[config.mk]
export PLATFORM = sky130hd
export DESIGN_NAME = eee_debug_chip_caps_regs
export DESIGN_NICKNAME = d
export VERILOG_FILES = /design/src/eee_debug_chip_caps_regs.v
export VERILOG_INCLUDE_DIRS = /design/src
export SDC_FILE = /design/constraint.sdc
export NUM_CORES = 1
export LEC_CHECK = 0
export ABC_AREA = 1
export BUFFER_PORTS_ARGS = -buffer_cell sky130_fd_sc_hd__buf_2
export CAP_MARGIN = 5
export CORE_MARGIN = 5
export CORE_UTILIZATION = 45
export CTS_CLUSTER_DIAMETER = 200
export DETAILED_ROUTE_END_ITERATION = 16
export PLACE_DENSITY = 0.75
export SYNTH_ARGS = -nofsm -noshare
export SYNTH_HDL_FRONTEND = slang
export SYNTH_SLANG_ARGS = --single-unit
[constraint.sdc]
create_clock -name hclk -period 1.6 [get_ports hclk]
set_input_delay 0.08 -clock hclk [delete_from_list [all_inputs] [get_ports hclk]]
set_output_delay 0.08 -clock hclk [all_outputs]
set_load 0.1 [all_outputs]
[src/eee_defines.vh]
`ifndef EEE_DEFINES_VH
`define EEE_DEFINES_VH
// register indices (printed offsets, not multiples of four)
`define EEE_IDX_CTRL      5'h11
`define EEE_IDX_IDENT     5'h12
`define EEE_IDX_ENTROPY   5'h13
// page select register index and page values
`define EEE_IDX_PAGE      5'h1f
`define EEE_PAGE_MAIN     16'h0000
`define EEE_PAGE_EXT2     16'h0002
// control field positions
`define EEE_B_TE          15
`define EEE_B_LED_UNI     14
`define EEE_B_INV_HI      13
`define EEE_B_INV_LO      10
`define EEE_B_RSVD        9
`define EEE_B_LINK        8
`define EEE_B_EEE_1000    7
`define EEE_B_EEE_100     6
`define EEE_B_FORCE_1000  5
`define EEE_B_FORCE_LPI   4
`define EEE_B_INH_TX100   3
`define EEE_B_INH_RX100   2
`define EEE_B_INH_TX1000  1
`define EEE_B_INH_RX1000  0
// writable mask and reset value of the control register
`define EEE_CTRL_WMASK    16'hfc3f
`define EEE_CTRL_RESET    16'h0000
// speed code in control register 0 bits 6,13 for 1000BASE-T
`define EEE_SPEED_1000    2'b10
// entropy lfsr seed, nonzero
`define EEE_LFSR_SEED     16'hace1
`endif
[src/eee_debug_chip_caps_regs.v]
`timescale 1ns/1ns
`include "eee_defines.vh"
module eee_debug_chip_caps_regs #(
   parameter        IND_TEMP     = 1'b0,
   parameter        QUAD_PORT    = 1'b1,
   parameter        PTP_CAP      = 1'b1,
   parameter        SEC_CAP      = 1'b1,
   parameter        DUAL_MEDIA   = 1'b1,
   parameter        HI_PREC      = 1'b1,
   parameter        KEY256       = 1'b1,
   parameter [7:0]  VARIANT_BCD  = 8'h42  // arbitrary value
) (
   // clock and reset
   input  wire        hclk,
   input  wire        hresetn,
   // ahb-lite slave
   input  wire        hsel,
   input  wire [31:0] haddr,
   input  wire [1:0]  htrans,
   input  wire        hwrite,
   input  wire [2:0]  hsize,
   input  wire [31:0] hwdata,
   input  wire        hready,
   output wire        hreadyout,
   output wire        hresp,
   output reg  [31:0] hrdata,
   // port state
   input  wire        soft_reset,
   input  wire        link_up,
   input  wire        eee_en_1000,
   input  wire        eee_en_100,
   input  wire [1:0]  speed_sel,
   input  wire        mode_1000,
   input  wire        mode_100,
   input  wire        fiber_unidir,
   // lpi paths
   input  wire        mac_tx_lpi,
   input  wire        mdi_rx_lpi,
   output reg         mdi_tx_lpi,
   output reg         mac_rx_lpi,
   output reg         mac_tx_ignore,
   // indicators
   input  wire [15:0] indicator_active,
   input  wire        serial_mode,
   input  wire [3:0]  serial_active,
   output reg  [15:0] indicator_outputs,
   output reg  [3:0]  serial_indicator,
   // mode controls
   output reg         te_enable,
   output reg         force_1000_nomaster
);
   reg  [15:0] page_sel;
   reg  [15:0] ctrl;
   reg  [15:0] lfsr;
   reg         ph_valid;
   reg         ph_write;
   reg  [4:0]  ph_idx;
   wire [15:0] status_bits;
   wire [15:0] ident;
   wire        on_page2;
   wire        take;
   wire [3:0]  inv;
   reg  [15:0] rd_word;
   assign hreadyout = 1'b1;
   assign hresp     = 1'b0;
   assign take      = hsel & hready & htrans[1];
   assign on_page2  = (page_sel == `EEE_PAGE_EXT2);
   assign inv       = ctrl[`EEE_B_INV_HI:`EEE_B_INV_LO];
   // live status in bits 8:6, bit 9 reserved zero
   assign status_bits = {7'h00, link_up, eee_en_1000, eee_en_100, 6'h00};
   assign ident = {IND_TEMP[0], QUAD_PORT[0], PTP_CAP[0], SEC_CAP[0],
                   1'b0, DUAL_MEDIA[0], HI_PREC[0], KEY256[0],
                   VARIANT_BCD};
   // address phase capture
   always @(posedge hclk or negedge hresetn) begin
      if (!hresetn) begin
         ph_valid <= 1'b0;
         ph_write <= 1'b0;
         ph_idx   <= 5'h00;
      end else if (hready) begin
         ph_valid <= take;
         ph_write <= hwrite;
         ph_idx   <= haddr[6:2];
      end
   end
   // soft reset leaves sticky control alone
   always @(posedge hclk or negedge hresetn) begin
      if (!hresetn) begin
         ctrl     <= `EEE_CTRL_RESET;
         page_sel <= `EEE_PAGE_MAIN;
      end else if (soft_reset) begin
         page_sel <= `EEE_PAGE_MAIN;
      end else if (ph_valid & ph_write) begin
         if (ph_idx == `EEE_IDX_PAGE)
            page_sel <= hwdata[15:0];
         else if (on_page2 && ph_idx == `EEE_IDX_CTRL)
            ctrl <= hwdata[15:0] & `EEE_CTRL_WMASK;
      end
   end
   // free-running lfsr; advances every clock whether read or not, so consecutive reads differ
   always @(posedge hclk or negedge hresetn) begin
      if (!hresetn)
         lfsr <= `EEE_LFSR_SEED;
      else
         lfsr <= {lfsr[14:0], lfsr[15] ^ lfsr[14] ^ lfsr[12] ^ lfsr[3]};
   end
   always @* begin
      rd_word = 16'h0000;
      if (ph_idx == `EEE_IDX_PAGE)
         rd_word = page_sel;
      else if (on_page2) begin
         case (ph_idx)
            `EEE_IDX_CTRL:    rd_word = ctrl | status_bits;
            `EEE_IDX_IDENT:   rd_word = ident;
            `EEE_IDX_ENTROPY: rd_word = lfsr;
            default:          rd_word = 16'h0000;
         endcase
      end
   end
   // read data registered at the end of the address phase for timing
   always @(posedge hclk or negedge hresetn) begin
      if (!hresetn)
         hrdata <= 32'h0000_0000;
      else if (take & ~hwrite) begin
         if (haddr[6:2] == `EEE_IDX_PAGE)
            hrdata <= {16'h0000, page_sel};
         else if (on_page2 && haddr[6:2] == `EEE_IDX_CTRL)
            hrdata <= {16'h0000, ctrl | status_bits};
         else if (on_page2 && haddr[6:2] == `EEE_IDX_IDENT)
            hrdata <= {16'h0000, ident};
         else if (on_page2 && haddr[6:2] == `EEE_IDX_ENTROPY)
            hrdata <= {16'h0000, lfsr};
         else
            hrdata <= 32'h0000_0000;
      end
   end
   // datapath effects
   always @(posedge hclk or negedge hresetn) begin
      if (!hresetn) begin
         mdi_tx_lpi          <= 1'b0;
         mac_rx_lpi          <= 1'b0;
         mac_tx_ignore       <= 1'b0;
         indicator_outputs   <= 16'hffff;
         serial_indicator    <= 4'hf;
         te_enable           <= 1'b0;
         force_1000_nomaster <= 1'b0;
      end else begin
         te_enable     <= ctrl[`EEE_B_TE];
         force_1000_nomaster <= ctrl[`EEE_B_FORCE_1000] &
                                (speed_sel == `EEE_SPEED_1000);
         mac_tx_ignore <= ctrl[`EEE_B_FORCE_LPI];
         if (ctrl[`EEE_B_FORCE_LPI])
            mdi_tx_lpi <= 1'b1;
         else
            mdi_tx_lpi <= mac_tx_lpi
               & ~(mode_100 & ctrl[`EEE_B_INH_TX100])
               & ~(mode_1000 & ctrl[`EEE_B_INH_TX1000]);
         mac_rx_lpi <= mdi_rx_lpi
            & ~(mode_100 & ctrl[`EEE_B_INH_RX100])
            & ~(mode_1000 & ctrl[`EEE_B_INH_RX1000]);
         // default active low; inversion bit per group of four
         indicator_outputs <= ~(indicator_active
            & {16{~fiber_unidir | ctrl[`EEE_B_LED_UNI]}})
            ^ {{4{inv[3]}}, {4{inv[2]}}, {4{inv[1]}}, {4{inv[0]}}};
         serial_indicator <= serial_mode ? (~serial_active ^ inv) : 4'hf;
      end
   end
endmodule // eee_debug_chip_caps_regs

==> results.cfg <==
[floorplan]
die_h_um = 106.0
io_pins = 165
fp.dieW_um = 106.0
num_rows = 35
core_area_sq_um = 9109
die-area_sq_um = 11240
start_util_pct = 45.55

[pwr]
peakVddDrop_mv = 0.4779
p_leak_uw = 0.002793
power.total_uw = 4779
p_per_area_nw_per_um2 = 874.0

[global_routing]
antenna_found_initial = 0
grt_use_total_pct = 19.47
grt-ovfl-total = 0
grt_max_degree = 43
grt_pass1_vias = 3621
grt_pass1_wl_mm = 17.48

[layout]
area_growth_pct = 31.79
nNetsFinal = 693
n_antenna_cell = 0
drive_above_1_share_pct = 33.78

[setup_path]
cp-end-kind = flop
crit_required_ns = 1.90
cp_max_fo = 8
slowest_stage = dlygate4sd3_1
cp_top_family = simple AND/OR/NAND/NOR gates
critPathBufInv = 2
path_cells = dlygate4sd3_1 -> buf_2 -> or2_2 -> nor2_1 -> nand3_1 -> nand4_1 -> nand2_1 -> nand2_1
critical-path-max-stage-delay_ns = 0.53
crit_top_cell = nand2_1
path_class = input pin to flop
cp.arrival_ns = 1.79
startpoint_type = input pin

[synth]
yosysWarnings = 0
synth_top_area_share_pct = 38.60
yosys.area_share.adder_pct = 0
synth_top_family_by_area = simple AND/OR/NAND/NOR gates
synth.avg_cell_area_sq_um = 9.626
synth_compound_area_share_pct = 5.971
synth.area.top_cells = dfrtp_1 39%, dfstp_2 18%, nand2_1 8.1%
synth-simple-area-share_pct = 23.61
yosysSeqAreaShare_pct = 56.33
synth-xor-area-share_pct = 4.855
synth_most_common_cell = nand2_1
synth.largest_area_cell = dfrtp_1
yosys_most_used_dff = dfrtp_1
synth-seq-cells = 92
synth_commonest_cells = 89 x nand2_1, 64 x dfrtp_1, 56 x nand3_1
async_flop_share_pct = 100.0
muxShareOfSynthArea_pct = 0.2714
synth_cells = 431
synth_edf_count = 0
netlist_area_sq_um = 4149
yosysUniqueCellTypes = 32

[drt]
vias_per_cell = 4.890
drtIter0Drc = 170
wl_per_cell_um = 14.59
wirelength_mm = 10.26
first_pass_iters = 4
drc = 0
ant_nets = 0
routed-via-count = 3438

[timing]
slew_headroom_pct = 64.47
min_period_over_period_pct = 92.68
tns_ns = 0
rsz0062_at_grt = true
max_freq_ghz = 0.6744
layout_min_cycle_time_ns = 1.483
hold_viol = 0
setup_violations = 0
clock_skew_ns = 0.01059
worst_pin_slew_ns = 0.5329
drv_slew = 0

[clocking]
insertion_delay_ns = 0.36
htree_levels = 3
cts_root_buf = clkbuf_8
cts_tree = built
path_clk_slew_ns = 0.09
cts_buffers = 9
cts.sink_count = 92
clock_path_buffers = 2

[placement]
place_congestion = 0.8233
portBuffers = 99
dp_hpwl_mm = 7.223

[run]
maxCapViolCount = 0

[hold_path]
hold_class = input pin to flop

[outcome]
status = complete, no violations
path summary, 6_finish.rpt:
kind	cells past startpoint	start	endpoint	slack [ns]
max in group asynchronous	3	hresetn	lfsr[6]	0.67
min in group asynchronous	2	hresetn	ctrl[11]	0.23
max	8	haddr[2]	hrdata[10]	0.12
min reg2reg	0	lfsr[6]	lfsr[7]	0.37
min	3	hsel	ph_valid	0.03
max reg2reg	9	page_sel[7]	hrdata[15]	0.12
registers in the layout, summed over array words and instances (netlist names):
register	count
ctrl	12
ph_write	1
page_sel	16
mdi_tx_lpi	1
te_enable	1
mac_tx_ignore	1
force_1000_nomaster	1
lfsr	16
hrdata	16
ph_valid	1
serial_indicator	4
indicator_outputs	16
mac_rx_lpi	1
ph_idx	5
cell type report:
cell class | count | area (sq um)
Multi-Input combinational cell | 286 | 1514
Inverter | 29 | 108.9
Tap cell | 111 | 138.9
Timing Repair Buffer | 169 | 1177
Fill cell | 761 | 3641
Clock buffer | 10 | 148.9
Sequential cell | 92 | 2337
Clock inverter | 6 | 42.54
what timing repair did:
| action | in CTS | in global routing |
|---|---|---|
| hold buffers | 50 | 0 |
| hold endpoints to repair | 63 | 0 |
| endpoints found under the setup margin | 1 | 12 |
| buffers inserted | 0 | 2 |
| gates resized for setup | 1 | 4 |
worst reg2reg max path, cell delays in order (launching register included):
cell	delay, ns
dfrtp_1	0.42
nor2_2	0.12
nand2_2	0.09
nor2_4	0.14
and2_4	0.20
buf_4	0.14
nand3_1	0.06
nand3_1	0.10
nand2_1	0.09
nand2_1	0.06
power breakdown:
part / internal [uW] / switching [uW] / total [uW]
sequential: 2400 / 20.9 / 2420
combinational: 212 / 657 / 869
clock: 666 / 826 / 1490
per-stage QoR:
step / setup slack, ns / utilization (%) / instance area, sq um / hold WS [ns] / cells
floorplan: 0.1296 / - / 4209 / -0.2156 / 447
global placement: 0.05794 / 52.16 / 4751 / 0.09078 / 635
detailed placement: 0.04101 / 52.16 / 4751 / 0.09938 / 635
CTS: 0.07477 / 59.77 / 5444 / 0.006005 / 701
global route: -0.008836 / 60.03 / 5468 / 0.03268 / 703
finish: 0.1172 / 60.03 / 5468 / 0.03154 / 703
routing by layer:
layer  wire [um]  global-route usage, %  share of wire [%]  vias to the layer above
met5           0                      0                  0                        -
met4         278                  8.603                2.7                        0
met3         537                  3.582                5.2                       23
met2        5151                  32.24                 50                      115
li1            -                      -                  -                     1692
met1        4291                  24.96                 42                     1608
logic make-up after synthesis:
logic type	after synthesis
compound gates	39
xor+xnor	23
flops	92
other cells	2
buf+inv	69
mux	1
simple gates	205
cell usage in the layout (no fill, tap or decap), drive strengths merged, types with 2 or more instances in the layout:
master	n
nor2	20
o21ai	34
a21oi	2
dlygate4sd3	50
clkinv	3
clkbuf	10
conb	18
nor3	2
xnor2	2
dfstp	28
nand4	22
nand3	58
nand2	99
buf	119
inv	31
dfrtp	64
xor2	21
No activity file was read; power rests on OpenSTA's default activity.
